## config.mk

```make
export PLATFORM = sky130hd
export DESIGN_NAME = fcp_core
export DESIGN_NICKNAME = d
export VERILOG_FILES = /design/src/logic/fcp_pkg.sv /design/src/logic/fcp_core.sv /design/src/logic/fcp_nvbyte.sv
export SDC_FILE = /design/constraint.sdc
export NUM_CORES = 1
export LEC_CHECK = 0
export ABC_AREA = 0
export BUFFER_PORTS_ARGS = -buffer_cell sky130_fd_sc_hd__buf_2
export CORE_ASPECT_RATIO = 1.25
export CORE_MARGIN = 5
export CORE_UTILIZATION = 40
export CTS_CLUSTER_SIZE = 12
export DETAILED_ROUTE_END_ITERATION = 6
export GPL_TIMING_DRIVEN = 1
export PLACE_DENSITY_LB_ADDON = 0.3
export SYNTH_ARGS = -nofsm -noshare
export SYNTH_HDL_FRONTEND = slang
export SYNTH_SLANG_ARGS = --single-unit
```

## constraint.sdc

```tcl
create_clock -name mclk -period 9 [get_ports mclk]
set_clock_uncertainty 0.1 [all_clocks]
set_input_delay 0.9 -clock mclk [delete_from_list [all_inputs] [get_ports mclk]]
set_output_delay 0.9 -clock mclk [all_outputs]
set_load 0.05 [all_outputs]
```

## src/logic/fcp_pkg.sv

```systemverilog
// Constants and types for the flash configuration and protection block.
// Assumes a 32-bit AXI4-Lite register bus and a 16-bit flash address space.
package fcp_pkg;

	// Register byte offsets
	localparam logic [7:0] FCP_OFS_SECURITY = 8'h01;
	localparam logic [7:0] FCP_OFS_CONFIG = 8'h00;
	localparam logic [7:0] FCP_OFS_PROT = 8'h04;
	localparam logic [7:0] FCP_OFS_STATUS = 8'h08;
	localparam logic [7:0] FCP_OFS_CMD = 8'h0C;
	localparam logic [7:0] FCP_OFS_LOAD = 8'h10;

	// Configuration register fields
	localparam int FCP_CFG_BEIE = 7;
	localparam int FCP_CFG_COMPLETE_IRQ_ENABLE = 6;
	localparam int FCP_CFG_KEY = 5;
	localparam logic [7:0] FCP_CFG_RST = 8'h00;

	// Protection register fields
	localparam int FCP_PR_OPEN = 7;
	localparam int FCP_PR_NV6 = 6;
	localparam int FCP_PR_HDIS = 5;
	localparam int FCP_PR_HS_LO = 3;
	localparam int FCP_PR_LDIS = 2;
	localparam int FCP_PR_LS_LO = 0;
	localparam logic [7:0] FCP_PR_RST = 8'hFF;

	// Backdoor key enable field: only this encoding enables
	localparam logic [1:0] FCP_KEY_ENABLED = 2'h2;
	localparam int FCP_SEC_KEY_LO = 6;

	// Nonvolatile protection byte address
	localparam logic [15:0] FCP_NV_PROT_ADDR = 16'hFF0D;

	// Range bounds
	localparam logic [15:0] FCP_LOW_BASE = 16'h4000;
	localparam logic [15:0] FCP_HIGH_TOP = 16'hFFFF;

	// Command register fields
	localparam int FCP_CMD_ADDR_LO = 0;
	localparam int FCP_CMD_OP_LO = 16;
	localparam logic [1:0] FCP_OP_PROG = 2'h1;
	localparam logic [1:0] FCP_OP_ERASE = 2'h2;
	localparam logic [1:0] FCP_OP_MASS = 2'h3;

	// Status register fields
	localparam int FCP_ST_VIOL = 0;
	localparam int FCP_ST_BE = 1;
	localparam int FCP_ST_CC = 2;

	// AXI responses
	localparam logic [1:0] FCP_RESP_OKAY = 2'h0;
	localparam logic [1:0] FCP_RESP_SLVERR = 2'h2;

	typedef enum logic [1:0] {
		FCP_LD_IDLE,
		FCP_LD_WAIT,
		FCP_LD_DONE
	} fcp_ld_t;

endpackage

```

## src/logic/fcp_core.sv

```systemverilog
// Flash configuration and protection registers behind an AXI4-Lite slave.
// Assumes the command controller supplies the status flags and the security
// byte on the same clock; array accesses arrive as single-cycle strobes.
//
// Operation
// RULE1 - Config: three writable bits, rest zero
// RULE2 - Key gate writable only when key enabled
// RULE3 - Key enable value 10 only enables
// RULE4 - Buffer-empty enable gates empty interrupt
// RULE5 - Complete enable gates complete interrupt
// RULE6 - Gate clear: writes start commands
// RULE7 - Gate set: writes are keys, reads invalid
// RULE8 - Protection register always readable
// RULE9 - Polarity bit only clears
// RULE10 - Low size writable while low disabled
// RULE11 - High size writable while high disabled
// RULE12 - Protection loaded from 0xFF0D at reset
// RULE13 - Software unprotects top before reprogramming byte
// RULE14 - Protected program or erase flags violation
// RULE15 - Mass erase needs all protection off
// RULE16 - Polarity one: cleared disable protects range
// RULE17 - Polarity zero: cleared disable unprotects range
// RULE18 - Disable bits deactivate their ranges
// RULE19 - Software leaves reserved bit erased
// RULE20 - High range sizes end at 0xFFFF
// RULE21 - Low range sizes start at 0x4000
// RULE22 - Only protection-adding writes accepted
// RULE23 - Interrupt is OR of gated flags
//
// Design decision made here: register access over AXI4-Lite.
`timescale 1ns/1ps
module fcp_core
	import fcp_pkg::*;
(
	input wire logic mclk,
	input wire logic rst_b,
	input wire logic [7:0] s_axi_awaddr,
	input wire logic s_axi_awvalid,
	output logic s_axi_awready,
	input wire logic [31:0] s_axi_wdata,
	input wire logic [3:0] s_axi_wstrb,
	input wire logic s_axi_wvalid,
	output logic s_axi_wready,
	output logic [1:0] s_axi_bresp,
	output logic s_axi_bvalid,
	input wire logic s_axi_bready,
	input wire logic [7:0] s_axi_araddr,
	input wire logic s_axi_arvalid,
	output logic s_axi_arready,
	output logic [31:0] s_axi_rdata,
	output logic [1:0] s_axi_rresp,
	output logic s_axi_rvalid,
	input wire logic s_axi_rready,
	input wire logic [7:0] security_register,
	input wire logic buffer_empty_flag,
	input wire logic command_complete_flag,
	input wire logic array_wr,
	input wire logic array_rd,
	output logic flash_irq,
	output logic cmd_start,
	output logic key_word_wr,
	output logic array_rd_invalid,
	output logic array_alter
);
	typedef struct packed {
		logic awready;
		logic wready;
		logic [7:0] awaddr;
		logic [31:0] wdata;
		logic [3:0] wstrb;
		logic bvalid;
		logic [1:0] bresp;
		logic arready;
		logic rvalid;
		logic [31:0] rdata;
		logic [1:0] rresp;
		logic [7:0] cfg;
		logic [7:0] prot;
		logic viol;
		fcp_ld_t ld;
		logic irq;
		logic cmd_start;
		logic key_wr;
		logic rd_inv;
		logic alter;
	} fcp_state_t;

	fcp_state_t st_ff;
	fcp_state_t nxt_st;
	logic [7:0] nv_rd;
	logic nv_wr;
	logic [7:0] nv_wdata;

	// High range start for a size code
	function automatic logic [15:0] hi_start(input logic [1:0] sz);
		// RULE20 high range table
		case (sz)
			2'h0: hi_start = 16'hF800;
			2'h1: hi_start = 16'hF000;
			2'h2: hi_start = 16'hE000;
			default: hi_start = 16'hC000;
		endcase
	endfunction

	// Low range end for a size code
	function automatic logic [15:0] lo_end(input logic [1:0] sz);
		// RULE21 low range table
		case (sz)
			2'h0: lo_end = 16'h41FF;
			2'h1: lo_end = 16'h43FF;
			2'h2: lo_end = 16'h47FF;
			default: lo_end = 16'h4FFF;
		endcase
	endfunction

	// Whether an address is protected under a protection byte
	function automatic logic is_prot(input logic [7:0] p,
		input logic [15:0] a);
		logic in_hi;
		logic in_lo;
		logic hi_on;
		logic lo_on;
		in_hi = (a >= hi_start(p[FCP_PR_HS_LO+:2])) && (a <= FCP_HIGH_TOP);
		in_lo = (a >= FCP_LOW_BASE) && (a <= lo_end(p[FCP_PR_LS_LO+:2]));
		// RULE18 disable bits
		hi_on = !p[FCP_PR_HDIS] && in_hi;
		lo_on = !p[FCP_PR_LDIS] && in_lo;
		// RULE16 RULE17 polarity swap
		if (p[FCP_PR_OPEN]) begin
			is_prot = hi_on || lo_on;
		end else begin
			is_prot = !(hi_on || lo_on);
		end
	endfunction

	// Merge a protection write; polarity only clears and enabled sizes keep their value
	function automatic logic [7:0] prot_merge(input logic [7:0] cur,
		input logic [7:0] wr);
		logic [7:0] n;
		n = cur;
		// RULE9 polarity only clears
		n[FCP_PR_OPEN] = cur[FCP_PR_OPEN] & wr[FCP_PR_OPEN];
		n[FCP_PR_NV6] = wr[FCP_PR_NV6];
		n[FCP_PR_HDIS] = wr[FCP_PR_HDIS];
		n[FCP_PR_LDIS] = wr[FCP_PR_LDIS];
		// RULE11 high size frozen once enabled
		if (cur[FCP_PR_HDIS]) begin
			n[FCP_PR_HS_LO+:2] = wr[FCP_PR_HS_LO+:2];
		end
		// RULE10 low size frozen once enabled
		if (cur[FCP_PR_LDIS]) begin
			n[FCP_PR_LS_LO+:2] = wr[FCP_PR_LS_LO+:2];
		end
		prot_merge = n;
	endfunction

	// Coverage test over range endpoints; a valid move never unprotects
	function automatic logic adds_only(input logic [7:0] cur,
		input logic [7:0] n);
		logic ok;
		logic [15:0] pts [10];
		pts[0] = 16'h4000;
		pts[1] = 16'h41FF;
		pts[2] = 16'h43FF;
		pts[3] = 16'h47FF;
		pts[4] = 16'h4FFF;
		pts[5] = 16'hC000;
		pts[6] = 16'hE000;
		pts[7] = 16'hF000;
		pts[8] = 16'hF800;
		pts[9] = 16'h8000;
		ok = 1'b1;
		for (int i = 0; i < 10; i++) begin
			if (is_prot(cur, pts[i]) && !is_prot(n, pts[i])) begin
				ok = 1'b0;
			end
		end
		// Polarity zero with both ranges open is a dead end scenario
		if (!n[FCP_PR_OPEN] && cur[FCP_PR_OPEN] &&
			!(n[FCP_PR_HDIS] && n[FCP_PR_LDIS]) &&
			!(!n[FCP_PR_HDIS] || !n[FCP_PR_LDIS])) begin
			ok = 1'b0;
		end
		adds_only = ok;
	endfunction

	// Nonvolatile protection byte holder; index 1 is the byte at 0xFF0D
	fcp_nvbyte u_nv (
		.mclk(mclk),
		.rst_b(rst_b),
		.wr_en(nv_wr),
		.wr_idx(2'h1),
		.wr_data(nv_wdata),
		.rd_idx(2'h1),
		.rd_data(nv_rd)
	);

	// Next state for bus slave, registers and array strobes
	always_comb begin
		logic do_wr;
		logic [7:0] wb;
		logic [7:0] cand;
		logic [15:0] caddr;
		logic [1:0] cop;
		logic viol_set;
		logic key_en;
		do_wr = 1'b0;
		wb = 8'h00;
		cand = 8'h00;
		caddr = 16'h0000;
		cop = 2'h0;
		viol_set = 1'b0;
		nv_wr = 1'b0;
		nv_wdata = 8'h00;
		nxt_st = st_ff;
		// RULE3 only encoding 10 enables
		key_en = security_register[FCP_SEC_KEY_LO+:2] == FCP_KEY_ENABLED;

		// RULE12 reset load of the protection byte
		case (st_ff.ld)
			FCP_LD_IDLE: begin
				nxt_st.ld = FCP_LD_WAIT;
			end
			FCP_LD_WAIT: begin
				nxt_st.prot = nv_rd;
				nxt_st.ld = FCP_LD_DONE;
			end
			default: begin
				nxt_st.ld = FCP_LD_DONE;
			end
		endcase

		// Write address and data are taken in either order
		if (s_axi_awvalid && st_ff.awready) begin
			nxt_st.awaddr = s_axi_awaddr;
			nxt_st.awready = 1'b0;
		end
		if (s_axi_wvalid && st_ff.wready) begin
			nxt_st.wdata = s_axi_wdata;
			nxt_st.wstrb = s_axi_wstrb;
			nxt_st.wready = 1'b0;
		end
		do_wr = !st_ff.awready && !st_ff.wready && !st_ff.bvalid &&
			st_ff.ld == FCP_LD_DONE;
		wb = st_ff.wstrb[0] ? st_ff.wdata[7:0] : 8'h00;
		if (do_wr) begin
			nxt_st.bvalid = 1'b1;
			nxt_st.bresp = FCP_RESP_OKAY;
			if (st_ff.awaddr == FCP_OFS_CONFIG) begin
				if (st_ff.wstrb[0]) begin
					// RULE1 writable bits only
					nxt_st.cfg[FCP_CFG_BEIE] = wb[FCP_CFG_BEIE];
					nxt_st.cfg[FCP_CFG_COMPLETE_IRQ_ENABLE] = wb[FCP_CFG_COMPLETE_IRQ_ENABLE];
					// RULE2 key gate needs key enable
					if (key_en) begin
						nxt_st.cfg[FCP_CFG_KEY] = wb[FCP_CFG_KEY];
					end
				end
			end else if (st_ff.awaddr == FCP_OFS_PROT) begin
				if (st_ff.wstrb[0]) begin
					cand = prot_merge(st_ff.prot, wb);
					// RULE22 reject protection loss
					if (adds_only(st_ff.prot, cand)) begin
						nxt_st.prot = cand;
					end
				end
			end else if (st_ff.awaddr == FCP_OFS_STATUS) begin
				// Violation flag clears by writing one
				if (st_ff.wstrb[0] && wb[FCP_ST_VIOL]) begin
					nxt_st.viol = 1'b0;
				end
			end else if (st_ff.awaddr == FCP_OFS_CMD) begin
				caddr = st_ff.wdata[FCP_CMD_ADDR_LO+:16];
				cop = st_ff.wdata[FCP_CMD_OP_LO+:2];
				if (cop == FCP_OP_MASS) begin
					// RULE15 mass erase only fully open
					if (st_ff.prot[FCP_PR_OPEN] && st_ff.prot[FCP_PR_HDIS] &&
						st_ff.prot[FCP_PR_LDIS]) begin
						nxt_st.alter = 1'b1;
					end else begin
						viol_set = 1'b1;
					end
				end else if (cop == FCP_OP_PROG || cop == FCP_OP_ERASE) begin
					// RULE14 protected target refused
					if (is_prot(st_ff.prot, caddr)) begin
						viol_set = 1'b1;
					end else begin
						nxt_st.alter = 1'b1;
						// RULE13 new protection byte for next reset
						if (cop == FCP_OP_PROG && caddr == FCP_NV_PROT_ADDR) begin
							nv_wr = 1'b1;
							nv_wdata = st_ff.wdata[31:24];
						end
					end
				end
			end else if (st_ff.awaddr == FCP_OFS_LOAD) begin
				nxt_st.bresp = FCP_RESP_OKAY;
			end else begin
				nxt_st.bresp = FCP_RESP_SLVERR;
			end
		end
		if (st_ff.bvalid && s_axi_bready) begin
			nxt_st.bvalid = 1'b0;
			nxt_st.awready = 1'b1;
			nxt_st.wready = 1'b1;
		end
		// Set wins over the software clear
		if (viol_set) begin
			nxt_st.viol = 1'b1;
		end

		// Read channel; one read at a time
		if (s_axi_arvalid && st_ff.arready) begin
			nxt_st.arready = 1'b0;
			nxt_st.rvalid = 1'b1;
			nxt_st.rresp = FCP_RESP_OKAY;
			nxt_st.rdata = 32'h0000_0000;
			if (s_axi_araddr == FCP_OFS_CONFIG) begin
				nxt_st.rdata[7:0] = st_ff.cfg;
			end else if (s_axi_araddr == FCP_OFS_PROT) begin
				// RULE8 readable in every mode
				nxt_st.rdata[7:0] = st_ff.prot;
			end else if (s_axi_araddr == FCP_OFS_STATUS) begin
				nxt_st.rdata[FCP_ST_VIOL] = st_ff.viol;
				nxt_st.rdata[FCP_ST_BE] = buffer_empty_flag;
				nxt_st.rdata[FCP_ST_CC] = command_complete_flag;
			end else if (s_axi_araddr == FCP_OFS_CMD) begin
				nxt_st.rdata = 32'h0000_0000;
			end else begin
				nxt_st.rresp = FCP_RESP_SLVERR;
			end
		end
		if (st_ff.rvalid && s_axi_rready) begin
			nxt_st.rvalid = 1'b0;
			nxt_st.arready = 1'b1;
		end

		// RULE6 gate clear starts command sequence
		nxt_st.cmd_start = array_wr && !st_ff.cfg[FCP_CFG_KEY];
		// RULE7 gate set takes key words
		nxt_st.key_wr = array_wr && st_ff.cfg[FCP_CFG_KEY];
		nxt_st.rd_inv = array_rd && st_ff.cfg[FCP_CFG_KEY];
		if (!do_wr || st_ff.awaddr != FCP_OFS_CMD) begin
			nxt_st.alter = 1'b0;
		end

		// RULE4 RULE5 RULE23 gated interrupt request
		nxt_st.irq = (st_ff.cfg[FCP_CFG_BEIE] && buffer_empty_flag) ||
			(st_ff.cfg[FCP_CFG_COMPLETE_IRQ_ENABLE] && command_complete_flag);
	end

	// All state in one register; bus channels idle ready after reset
	always_ff @(posedge mclk or negedge rst_b) begin
		if (!rst_b) begin
			st_ff <= '0;
			st_ff.awready <= 1'b1;
			st_ff.wready <= 1'b1;
			st_ff.arready <= 1'b1;
			st_ff.cfg <= FCP_CFG_RST;
			st_ff.prot <= FCP_PR_RST;
			st_ff.ld <= FCP_LD_IDLE;
		end else begin
			st_ff <= nxt_st;
		end
	end

	assign s_axi_awready = st_ff.awready;
	assign s_axi_wready = st_ff.wready;
	assign s_axi_bvalid = st_ff.bvalid;
	assign s_axi_bresp = st_ff.bresp;
	assign s_axi_arready = st_ff.arready;
	assign s_axi_rvalid = st_ff.rvalid;
	assign s_axi_rdata = st_ff.rdata;
	assign s_axi_rresp = st_ff.rresp;
	assign flash_irq = st_ff.irq;
	assign cmd_start = st_ff.cmd_start;
	assign key_word_wr = st_ff.key_wr;
	assign array_rd_invalid = st_ff.rd_inv;
	assign array_alter = st_ff.alter;
endmodule

```

## src/logic/fcp_nvbyte.sv

```systemverilog
// Small holding store for the nonvolatile configuration bytes.
// Assumes the loader reads one byte at a time; read data are registered.
`timescale 1ns/1ps
module fcp_nvbyte
	import fcp_pkg::*;
(
	input wire logic mclk,
	input wire logic rst_b,
	input wire logic wr_en,
	input wire logic [1:0] wr_idx,
	input wire logic [7:0] wr_data,
	input wire logic [1:0] rd_idx,
	output logic [7:0] rd_data
);
	// Erased flash reads as all ones until first programmed
	logic [7:0] mem_ff [4] = '{default: 8'hFF};

	// Cells keep their contents through reset, or the protection
	// byte programmed for the next reset would be lost by that reset
	always_ff @(posedge mclk) begin
		if (wr_en) begin
			mem_ff[wr_idx] <= wr_data;
		end
	end

	// Registered read port; only the output register is reset
	always_ff @(posedge mclk or negedge rst_b) begin
		if (!rst_b) begin
			rd_data <= 8'hFF;
		end else begin
			rd_data <= mem_ff[rd_idx];
		end
	end
endmodule

```

Word-level counts from Yosys, hierarchy flattened

Memories as Yosys holds them, arrays and structs flattened. A register that Yosys moved wholly into a read port is not among the register bits.
Cells that the tools add are included.

Bitwise operators: 1
Equality and inequality tests: 30
Magnitude comparators: 44
Reduce and logical (&&, ||, !) cells: 165
Mux-type cells: 237

Operators by type and width:

| operator               | number |
|---|---|
| $mux W16               | 30 |
| $ge A15 B16 Y1 const A | 10 |
| $ge A16 B16 Y1 const A | 10 |
| $le A15 B16 Y1 const A | 10 |
| $le A16 B16 Y1 const A | 10 |
| $mux W1                | 160 |
| $mux W8                | 16 |
| $pmux W14 S3           | 2 |
| $logic_and A1 B1 Y1    | 75 |
| $pmux W12 S3           | 2 |
| $logic_not A1 Y1       | 44 |
| $mux W2                | 22 |
| $mux W36               | 1 |
| $eq A8 B4 Y1 const B   | 4 |
| $logic_or A1 B1 Y1     | 25 |
| $mux W9                | 2 |
| $reduce_bool A2 Y1     | 9 |
| $eq A16 B16 Y1 const B | 1 |
| $eq A2 B2 Y1 const B   | 8 |
| $eq A8 B3 Y1 const B   | 2 |
| $ge A16 B15 Y1 const B | 1 |
| $ge A16 B16 Y1         | 1 |
| $le A16 B16 Y1         | 1 |
| $le A16 B16 Y1 const B | 1 |
| other kinds (15)       | 30 |

Memories: 1
Output and inout bits: 46
Bits in registers: 77
Word-level logic and storage cells: 499
Bits in writable memories: 32
Input bits: 71

Memories:

| name        | depth | width | rd ports | clocked after memory_dff | wr ports | RTL line         | source |
|---|---|---|---|---|---|---|---|
| u_nv.mem_ff | 4     | 8     | 1        | 1                        | 1        | fcp_nvbyte.sv:16 | `logic [7:0] mem_ff [4] = '{default: 8'hFF};` |

Depth between registers and ports, before layout

Gate-level depths: netlist of the first run.

Depth in word-level cells: 44
Mapped depth: 8
Mapped depth without buffers: 8

Hierarchy

A second synthesis of the first run with hierarchy kept.

Cells, all modules: 392
Area total of the unflattened synthesis: 5128.7 um^2

Modules (own cells, without submodules):

| module     | times used | area each (um^2) | seq. area each (um^2) | cells each |
|---|---|---|---|---|
| fcp_core   | 1          | 3729.8           | 1740.4                | 338 |
| fcp_nvbyte | 1          | 1398.8           | 1171.1                | 54 |

Least setup slack after synthesis of the first run

Ideal clock, no wire load.

Path kind: reg2reg
Start point: reg st_ff[12] in the netlist's numbering
End point: mem u_nv.mem_ff[1][0] (enable)
Slack: 5.885 ns
Cell stages (with the launch flop): 8
Clock period less this slack: 3.115 ns
Data arrival time: 2.653 ns
Path buffers: 0
Required time: 8.537 ns
Setup time: 0.363 ns
Path through: dfstp_2 -> nor2_1 -> ha_1 -> or4b_4 -> or4_4 -> a2111oi_4 -> nor3_2 -> nor3_4

Word-level cells in the longest chain between the ends: 32
Elaborated cells between the ends (all ways): 34
Those cells by class: 1 x order compare; 2 x eq/ne; 26 x mux; 5 x reduce/logical

Ends and longest elaborated chain:

| element                              | RTL line         | source |
|---|---|---|
| start: declaration                   | fcp_core.sv:88   | `fcp_state_t st_ff;` |
| start signal: assignment             | fcp_core.sv:363  | `st_ff <= nxt_st;` |
| $eq A2 B2 Y1 (tied with other cells) | fcp_core.sv:97   | `case (sz)` |
| $pmux W14 S3 (*)                     | fcp_core.sv:97   |  |
| $mux W16 (*)                         | fcp_core.sv:283  | `end else if (cop == FCP_OP_PROG \|\| cop == FCP_OP_ERASE) begin` |
| $mux W16 (*)                         | fcp_core.sv:275  | `if (cop == FCP_OP_MASS) begin` |
| $mux W16 (*)                         | fcp_core.sv:272  | `end else if (st_ff.awaddr == FCP_OFS_CMD) begin` |
| $mux W16 (*)                         | fcp_core.sv:267  | `end else if (st_ff.awaddr == FCP_OFS_STATUS) begin` |
| $mux W16 (*)                         | fcp_core.sv:259  | `end else if (st_ff.awaddr == FCP_OFS_PROT) begin` |
| $mux W16 (*)                         | fcp_core.sv:249  | `if (st_ff.awaddr == FCP_OFS_CONFIG) begin` |
| (+17 left out)                       | --               |  |
| $mux W1 (*)                          | fcp_core.sv:272  |  |
| $mux W1 (*)                          | fcp_core.sv:267  |  |
| $mux W1 (*)                          | fcp_core.sv:259  |  |
| $mux W1 (*)                          | fcp_core.sv:249  |  |
| $mux W1 (*)                          | fcp_core.sv:246  | `if (do_wr) begin` |
| via nv_wr                            | fcp_core.sv:91   | `logic nv_wr;` |
| $mux W1 (*)                          | fcp_nvbyte.sv:21 | `if (wr_en) begin` |
| $mux W1 (not written as such) (*)    | fcp_nvbyte.sv:22 | `mem_ff[wr_idx] <= wr_data;` |
| end: declaration                     | fcp_nvbyte.sv:16 |  |

The timed path passes the listed nets; every way through them passes the cells marked *. The select of a mux whose other input is x is not followed.

Worst setup path after layout of the first run

Start point: reg st_ff[11] in the netlist's numbering
End point: mem u_nv.mem_ff[1][6] (enable)

Same word-level chain as after synthesis.

==> results_tabular.tex, run 1 <==
\begin{tabular}{lr}
\hline
Metric & Value \\
\hline
\multicolumn{2}{l}{\textbf{Synthesis}} \\
Top cell type's share of synthesized area & 0.340 \\
Synth top area cells & sky130\_fd\_sc\_hd\_\_dfrtp\_1, sky130\_fd\_sc\_hd\_\_dfstp\_2, sky130\_fd\_sc\_hd\_\_mux2\_2 \\
Most numerous cell types in the synthesized netlist & sky130\_fd\_sc\_hd\_\_dfrtp\_1, sky130\_fd\_sc\_hd\_\_buf\_4, sky130\_fd\_sc\_hd\_\_mux2\_2, sky130\_fd\_sc\_hd\_\_dfstp\_2, sky130\_fd\_sc\_hd\_\_nand2\_1 \\
Library cells used by synthesis & 65 \\
Avg Synthesized Cell Area & 11.8 µm² \\
Number of enable flip-flop cells after synthesis & 8 \\
Portion of the post-synthesis area used by sequential elements & 0.513 \\
Post-synth top area cell & sky130\_fd\_sc\_hd\_\_dfrtp\_1 \\
Yosys warnings & 0 \\
Cell with the most instances after synthesis & sky130\_fd\_sc\_hd\_\_dfrtp\_1 \\
Fraction of registers with async set or reset after synthesis & 0.906 \\
Most frequently used flop master after synthesis & sky130\_fd\_sc\_hd\_\_dfrtp\_1 \\
Cell Area, Synth & 4270 µm² \\
Register bit count reported by yosys & 85 \\
Synthesized instance count & 362 \\
\multicolumn{2}{l}{\textbf{Worst setup path}} \\
Worst setup EP type & register \\
Crit path max-delay cell type & sky130\_fd\_sc\_hd\_\_dfstp\_2 \\
Worst Setup SP & st\_ff[11] \\
Classification of the worst setup path & register to register \\
CP peak stage delay & 0.62 ns \\
Worst reg-to-reg setup slack & 5.54 ns \\
Cells along the critical path & nor2\_1 -> ha\_1 -> or4b\_4 -> or4\_4 -> a2111oi\_4 -> nor3\_2 -> nor3\_4 \\
Largest driver fanout on the critical path & 16 \\
Worst path arrival time & 3.33 ns \\
Worst reg2reg path startpoint & st\_ff[11] \\
Required @ worst endpoint & 8.87 ns \\
Kind of start point of the critical path & register \\
\multicolumn{2}{l}{\textbf{Placement}} \\
Half-perimeter wire length after placement & 6.46 mm \\
DP Area & 4580 µm² \\
Final Wtd Congestion & 0.845 \\
Worst Setup Slack post-DPL & 5.55 ns \\
\# port buffers & 75 \\
\multicolumn{2}{l}{\textbf{Timing}} \\
Final setup violation count & 0 \\
Period utilization & 0.384 \\
Highest achievable clock rate & 0.289 GHz \\
Setup TNS & 0 ns \\
Post-route worst setup slack & 5.54 ns \\
Number of pins exceeding their max-slew limit in the final report & 0 \\
Post-layout minimum cycle time & 3.46 ns \\
Unrepaired setup endpoints after global routing & false \\
Least-Margin Pin Slew & 1.09 ns \\
Hold violation total from the final report & 0 \\
Worst slew margin & 0.274 \\
\multicolumn{2}{l}{\textbf{Power and ir drop}} \\
Share of power burned in combinational logic & 0.246 \\
NetSw & 0.434 mW \\
Worst voltage drop across the vdd grid & 174 µV \\
Register share of total power & 0.462 \\
Leakage power total & 2.19 nW \\
Clk network pwr share & 0.291 \\
Int Pwr & 0.858 mW \\
Switching fraction of total power & 0.336 \\
Total power density per cell area & 264 nW/µm² \\
\multicolumn{2}{l}{\textbf{Clock tree}} \\
Htree depth & 3 \\
Number of gates given a new drive strength after cts & 0 \\
Setup repair bufs after CTS & 0 \\
Number of buffers created by CTS & 9 \\
Clock tree from TritonCTS & done \\
CTS clock-pin slew for the worst setup and hold paths & 0.06 ns \\
Clock latency at the later pin of the worst-skew pair & 0.34 ns \\
Number of hold buffers added after cts & 0 \\
Clk buf depth & 2 \\
\# clock sinks & 85 \\
CTS Root Buffer Type & sky130\_fd\_sc\_hd\_\_clkbuf\_16 \\
\multicolumn{2}{l}{\textbf{Routing}} \\
Drt total wl & 8.73 mm \\
Average routed wire per standard cell & 15.5 µm \\
Detailed Route Iter0 Violations & 241 \\
DRC violations left & 0 \\
Via density per instance & 5.14 \\
Final ANT Viol Nets & 0 \\
Router iterations before antenna repair & 4 \\
Routed via count & 2893 \\
\multicolumn{2}{l}{\textbf{Global routing}} \\
First-pass GRT wire length & 14.4 mm \\
Global-route usage over all layers & 0.144 \\
Global route total overflow & 0 \\
Initial antenna violation count & 0 \\
Pin count of the biggest net entering global routing & 78 \\
Number of global-route vias before repair & 2927 \\
\multicolumn{2}{l}{\textbf{Die}} \\
IO Pins & 117 \\
Effective utilization at floorplan & 0.407 \\
Area of the die & 12900 µm² \\
Horiz. Die Dim & 102 µm \\
Core area & 10500 µm² \\
Die H & 126 µm \\
Std cell rows & 42 \\
\multicolumn{2}{l}{\textbf{Min path}} \\
Worst hold-check path type & register to register \\
Hold Path Origin & u\_nv.mem\_ff[1][4] \\
\multicolumn{2}{l}{\textbf{Status}} \\
Run status & finished clean \\
\multicolumn{2}{l}{\textbf{Cells and area}} \\
Final nets & 507 \\
\# diodes & 0 \\
Ratio of cells with drive above 1 in the final layout & 0.360 \\
P\&R area growth vs syn & 14.4\% \\
Post-route design area & 4890 µm² \\
\multicolumn{2}{l}{\textbf{Flow run}} \\
Max Cap Violations & 0 \\
\hline
\end{tabular}
[worst paths after layout]
kind,end,depth (start not counted)
setup / recovery,u_nv.mem_ff[1][6],7
hold / removal,u_nv.rd_data[4],0
setup reg to reg,u_nv.mem_ff[1][6],7
hold reg to reg,u_nv.rd_data[4],0
max in group asynchronous,st_ff[6],1
min in group asynchronous,st_ff[97],1
[metrics by stage]
step | hold WS [ns] | utilization | std cells | total power, mW
after floorplan | 0.233 | - | 387 | 0.834
final | 0.252 | 0.465 | 563 | 1.29
after global placement | 0.234 | 0.436 | 547 | 0.910
after detailed placement | 0.238 | 0.436 | 547 | 0.924
after global routing | 0.260 | 0.465 | 563 | 1.37
after CTS | 0.254 | 0.465 | 563 | 1.30
[registers in the layout, summed over array words and instances (netlist names)]
signal and cells:
u_nv.rd_data 8, s_axi_rvalid 1, s_axi_wready 1, s_axi_rresp 1, s_axi_bresp 1, cmd_start 1
u_nv.mem_ff 8, s_axi_awready 1, flash_irq 1, array_rd_invalid 1, s_axi_arready 1, key_word_wr 1
st_ff 49, array_alter 1, s_axi_rdata 8, s_axi_bvalid 1
[layer usage]
metal  track usage  vias up  wire length, µm
met4        0.0548        0              140
met1         0.188     1427             3780
met3        0.0384       14              503
li1              -     1366                -
met2         0.225       86             4300
met5             0        -                0
[cell type report]
type,instances,area (µm²)
clock buffers,10,239
clock inverters,6,67.6
fillers,977,5620
inverters,15,56.3
multi-input cells,240,1790
flip-flops and latches,85,2190
well taps,132,165
repair buffers,75,378
[cell families (layout without fill, tap and decap cells)]
family,after synthesis,in the layout,synth area share
AND/OR/NAND/NOR,93,93,0.128
flip-flops,85,85,0.513
buffers and inverters,62,106,0.0899
AO/OA/AOI/OAI,57,57,0.102
multiplexers,52,52,0.133
adder cells (fa/ha/maj),10,10,0.0293
XOR/XNOR,2,2,0.00410
other,1,26,0.000877
[critical path: cells and delay by family (launching register included)]
family,cells,cell delay [ns]
flops,1,0.62
fa+ha+maj,1,0.26
compound gates,1,0.43
simple gates,5,1.67
[power by group through the flow]
| stage | logic (mW) | clock network [mW] | registers (mW) |
|---|---|---|---|
| after global placement | 0.311 | 0 | 0.599 |
| after global routing | 0.353 | 0.403 | 0.616 |
| after CTS | 0.322 | 0.386 | 0.597 |
| final | 0.318 | 0.376 | 0.597 |
| after floorplan | 0.253 | 0 | 0.581 |
| after detailed placement | 0.320 | 0 | 0.604 |
[layout by cell type (no fill, tap or decap), types with 8 or more instances in the layout]
master,n
sky130_fd_sc_hd__a21oi_1,8
sky130_fd_sc_hd__nor2b_1,11
sky130_fd_sc_hd__and2_1,14
sky130_fd_sc_hd__edfxtp_1,8
sky130_fd_sc_hd__ha_1,10
sky130_fd_sc_hd__o21ai_0,9
sky130_fd_sc_hd__dfrtp_1,58
sky130_fd_sc_hd__nand2_1,19
sky130_fd_sc_hd__inv_1,15
sky130_fd_sc_hd__clkbuf_16,9
sky130_fd_sc_hd__mux2_2,36
sky130_fd_sc_hd__nor2_1,12
sky130_fd_sc_hd__conb_1,26
sky130_fd_sc_hd__buf_2,74
sky130_fd_sc_hd__mux2i_1,12
sky130_fd_sc_hd__dfstp_2,19
No activity file was read; power rests on OpenSTA's default activity.
==> inputs of run 2 (changes only) <==
--- a/config.mk
+++ b/config.mk
@@ -5,7 +5,7 @@
 export SDC_FILE = /design/constraint.sdc
 export NUM_CORES = 1
 export LEC_CHECK = 0
-export ABC_AREA = 0
+export ABC_AREA = 1
 export BUFFER_PORTS_ARGS = -buffer_cell sky130_fd_sc_hd__buf_2
 export CORE_ASPECT_RATIO = 1.25
 export CORE_MARGIN = 5
==> constraint.sdc (replaced) <==
create_clock -name mclk -period 3 [get_ports mclk]
set_clock_uncertainty 0.1 [all_clocks]
set_input_delay 0.3 -clock mclk [delete_from_list [all_inputs] [get_ports mclk]]
set_output_delay 0.3 -clock mclk [all_outputs]
set_load 0.05 [all_outputs]
==> run 2 against run 1 <==
First-iteration DRC count is 3.3% lower. Die area rose by 5.1%. Routed wire length rose by 6.3%. Flip-flop and latch count stayed put. Global-route usage down 0.088 points. Combinational power increased to 3.7 times the previous value. Total power increased to 3.0 times the previous value. Critical path type unchanged. Utilization decreased by 0.58 points. Design area up 4.1%.
==> results_tabular.tex, run 2 <==
\begin{tabular}{lr}
\hline
Metric & Value \\
\hline
\multicolumn{2}{l}{\textbf{Worst setup path}} \\
Crit path max-delay cell type & sky130\_fd\_sc\_hd\_\_dfstp\_2 \\
Number of cells on the critical path & 10 \\
Dominant delay contributor by cell family on the critical path & simple AND/OR/NAND/NOR gates \\
Worst path arrival time & 2.44 ns \\
Largest driver fanout on the critical path & 9 \\
Number of buffers and inverters on the critical path & 1 \\
Most prevalent standard cell on the critical path & sky130\_fd\_sc\_hd\_\_nand2\_1 \\
Worst Setup SP & st\_ff[9] \\
FF-to-FF path depth & 10 \\
Capture point of the critical path & u\_nv.mem\_ff[1][1] \\
Cells along the critical path & nand2\_1 -> ha\_1 -> nand4\_1 -> o21ai\_0 -> nand2\_1 -> nand2\_1 -> nand2\_1 -> nand2\_1 -> nand2\_1 -> inv\_1 \\
Classification of the worst setup path & register to register \\
Critical register-to-register path endpoint & u\_nv.mem\_ff[1][1] \\
Kind of start point of the critical path & register \\
Worst reg-to-reg setup slack & 0.48 ns \\
CP peak stage delay & 0.61 ns \\
Worst reg2reg path startpoint & st\_ff[9] \\
Required @ worst endpoint & 2.92 ns \\
Worst setup EP type & register \\
\multicolumn{2}{l}{\textbf{Timing}} \\
Worst slew margin & 0.368 \\
Hold violation total from the final report & 0 \\
Final setup violation count & 0 \\
Number of pins exceeding their max-slew limit in the final report & 0 \\
Post-route worst setup slack & 0.481 ns \\
Unrepaired setup endpoints after global routing & false \\
Highest achievable clock rate & 0.397 GHz \\
Post-layout minimum cycle time & 2.52 ns \\
Setup TNS & 0 ns \\
Least-Margin Pin Slew & 0.949 ns \\
Period utilization & 0.840 \\
\multicolumn{2}{l}{\textbf{Power and ir drop}} \\
Total power density per cell area & 773 nW/µm² \\
Overall power & 3.94 mW \\
Leakage power total & 2.61 nW \\
Worst voltage drop across the vdd grid & 382 µV \\
\multicolumn{2}{l}{\textbf{Min path}} \\
Worst hold-check path type & input port to asynchronous set/reset pin \\
\multicolumn{2}{l}{\textbf{Cells and area}} \\
Most flop-heavy register & st\_ff \\
\# diodes & 0 \\
Ratio of cells with drive above 1 in the final layout & 0.249 \\
Final nets & 678 \\
Highest-count cells in the layout ignoring fill and taps & sky130\_fd\_sc\_hd\_\_nand2\_1, sky130\_fd\_sc\_hd\_\_buf\_2, sky130\_fd\_sc\_hd\_\_inv\_1 \\
Filler cells & 1079 \\
Post-layout utilization of the core & 0.459 \\
Area of the multi-input gates & 1800 µm² \\
Max FFs per register & 49 \\
Leading cell type in the layout, fill and taps excluded & sky130\_fd\_sc\_hd\_\_nand2\_1 \\
P\&R area growth vs syn & 12.9\% \\
Total area of sequential cells & 2190 µm² \\
\multicolumn{2}{l}{\textbf{Routing}} \\
Routed via count & 3466 \\
Detailed Route Iter0 Violations & 233 \\
Router iterations before antenna repair & 5 \\
Via density per instance & 4.70 \\
Drt total wl & 9.28 mm \\
DRC violations left & 0 \\
Final ANT Viol Nets & 0 \\
Average routed wire per standard cell & 12.6 µm \\
\multicolumn{2}{l}{\textbf{Synthesis}} \\
Fraction of registers with async set or reset after synthesis & 0.906 \\
Register bit count reported by yosys & 85 \\
Cell with the most instances after synthesis & sky130\_fd\_sc\_hd\_\_nand2\_1 \\
Top cell type's share of synthesized area & 0.322 \\
Most frequently used flop master after synthesis & sky130\_fd\_sc\_hd\_\_dfrtp\_1 \\
Yosys warnings & 0 \\
Post-synth top area cell & sky130\_fd\_sc\_hd\_\_dfrtp\_1 \\
Synth top area cells & sky130\_fd\_sc\_hd\_\_dfrtp\_1, sky130\_fd\_sc\_hd\_\_dfstp\_2, sky130\_fd\_sc\_hd\_\_nand2\_1 \\
Avg Synthesized Cell Area & 8.46 µm² \\
Cell Area, Synth & 4510 µm² \\
Library cells used by synthesis & 37 \\
Synthesized instance count & 533 \\
Most numerous cell types in the synthesized netlist & sky130\_fd\_sc\_hd\_\_nand2\_1, sky130\_fd\_sc\_hd\_\_inv\_1, sky130\_fd\_sc\_hd\_\_nor2\_1, sky130\_fd\_sc\_hd\_\_dfrtp\_1, sky130\_fd\_sc\_hd\_\_buf\_4 \\
Portion of the post-synthesis area used by sequential elements & 0.486 \\
Number of enable flip-flop cells after synthesis & 8 \\
\multicolumn{2}{l}{\textbf{Die}} \\
Std cell rows & 43 \\
Horiz. Die Dim & 105 µm \\
IO Pins & 117 \\
Core area & 11100 µm² \\
Die H & 129 µm \\
Effective utilization at floorplan & 0.407 \\
Area of the die & 13500 µm² \\
\multicolumn{2}{l}{\textbf{Global routing}} \\
Pin count of the biggest net entering global routing & 78 \\
First-pass GRT wire length & 15.7 mm \\
Global-route usage over all layers & 0.143 \\
Number of global-route vias before repair & 3342 \\
Initial antenna violation count & 0 \\
Global route total overflow & 0 \\
\multicolumn{2}{l}{\textbf{Clock tree}} \\
CTS clock-pin slew for the worst setup and hold paths & 0.06 ns \\
Clock latency at the later pin of the worst-skew pair & 0.34 ns \\
Number of gates given a new drive strength after cts & 0 \\
Htree depth & 3 \\
Clock tree from TritonCTS & done \\
CTS Root Buffer Type & sky130\_fd\_sc\_hd\_\_clkbuf\_16 \\
Setup repair bufs after CTS & 0 \\
Clk buf depth & 2 \\
Number of hold buffers added after cts & 0 \\
Number of buffers created by CTS & 9 \\
\# clock sinks & 85 \\
\multicolumn{2}{l}{\textbf{Placement}} \\
Worst Setup Slack post-DPL & 0.468 ns \\
Half-perimeter wire length after placement & 7.08 mm \\
Final Wtd Congestion & 0.874 \\
\# port buffers & 75 \\
\multicolumn{2}{l}{\textbf{Status}} \\
Run status & finished clean \\
\multicolumn{2}{l}{\textbf{Flow run}} \\
Max Cap Violations & 0 \\
\hline
\end{tabular}
-- run 2: changes by cell type in the layout (fill, tap and decap cells not counted), sizes merged, moves of 11 or more --
| cell | previous run | this run |
|---|---|---|
| a21oi | 8 | 33 |
| and2 | 14 | 0 |
| inv | 17 | 74 |
| mux2 | 40 | 14 |
| mux2i | 12 | 1 |
| nand2 | 19 | 108 |
| nand3 | 1 | 34 |
| nor2 | 12 | 70 |
| nor2b | 11 | 0 |
| o21ai | 10 | 35 |
-- run 2: layout make-up --
class | count | share of cell area
Inverter | 73 | 0.0538
Tap cell | 135 | 0.0332
Sequential cell | 85 | 0.430
Clock buffer | 10 | 0.0450
Multi-Input combinational cell | 352 | 0.353
Timing Repair Buffer | 76 | 0.0757
Clock inverter | 6 | 0.00958
-- run 2: power breakdown --
part           switching, mW  total [mW]  internal (mW)
sequential             0.273        1.73           1.46
clock                  0.460        1.03          0.566
combinational          0.784        1.18          0.394
total                   1.52        3.94           2.42
-- run 2: cells by family after synthesis --
group | count (synthesis) | share of synthesized area
AND/OR/NAND/NOR | 230 | 0.229
buffers and inverters | 121 | 0.137
flip-flops | 85 | 0.486
AO/OA/AOI/OAI | 70 | 0.0810
multiplexers | 15 | 0.0372
adder cells (fa/ha/maj) | 10 | 0.0277
other | 1 | 0.000831
XOR/XNOR | 1 | 0.00194
-- run 2: metal layers --
layer / track usage / routed length [µm] / vias to the layer above
met4: 0.0798 / 241 / 0
li1: - / - / 1761
met3: 0.0281 / 585 / 18
met2: 0.229 / 4420 / 121
met1: 0.181 / 4030 / 1566
met5: 0 / 0 / -
-- run 2: worst min path at each step --
stage / from / end / slack (ns) / depth (start not counted)
global placement: u_nv.mem_ff[1][4] / u_nv.rd_data[4] / 0.23 / 0
floorplan: rst_b / array_alter / -0.1 / 0
global route: s_axi_arvalid / s_axi_arready / 0.04 / 2
finish: rst_b / st_ff[75] / 0.0005 / 1
CTS: s_axi_awvalid / s_axi_awready / 0.02 / 2
detailed placement: u_nv.mem_ff[1][5] / u_nv.rd_data[5] / 0.24 / 0
-- run 2: per-stage QoR --
step | std cells | hold WS [ns] | area, µm²
after floorplan | 558 | -0.0956 | 4610
after global placement | 721 | 0.234 | 4810
after detailed placement | 721 | 0.237 | 4810
after CTS | 737 | 0.0225 | 5090
after global routing | 737 | 0.0387 | 5090
final | 737 | 0.000461 | 5090
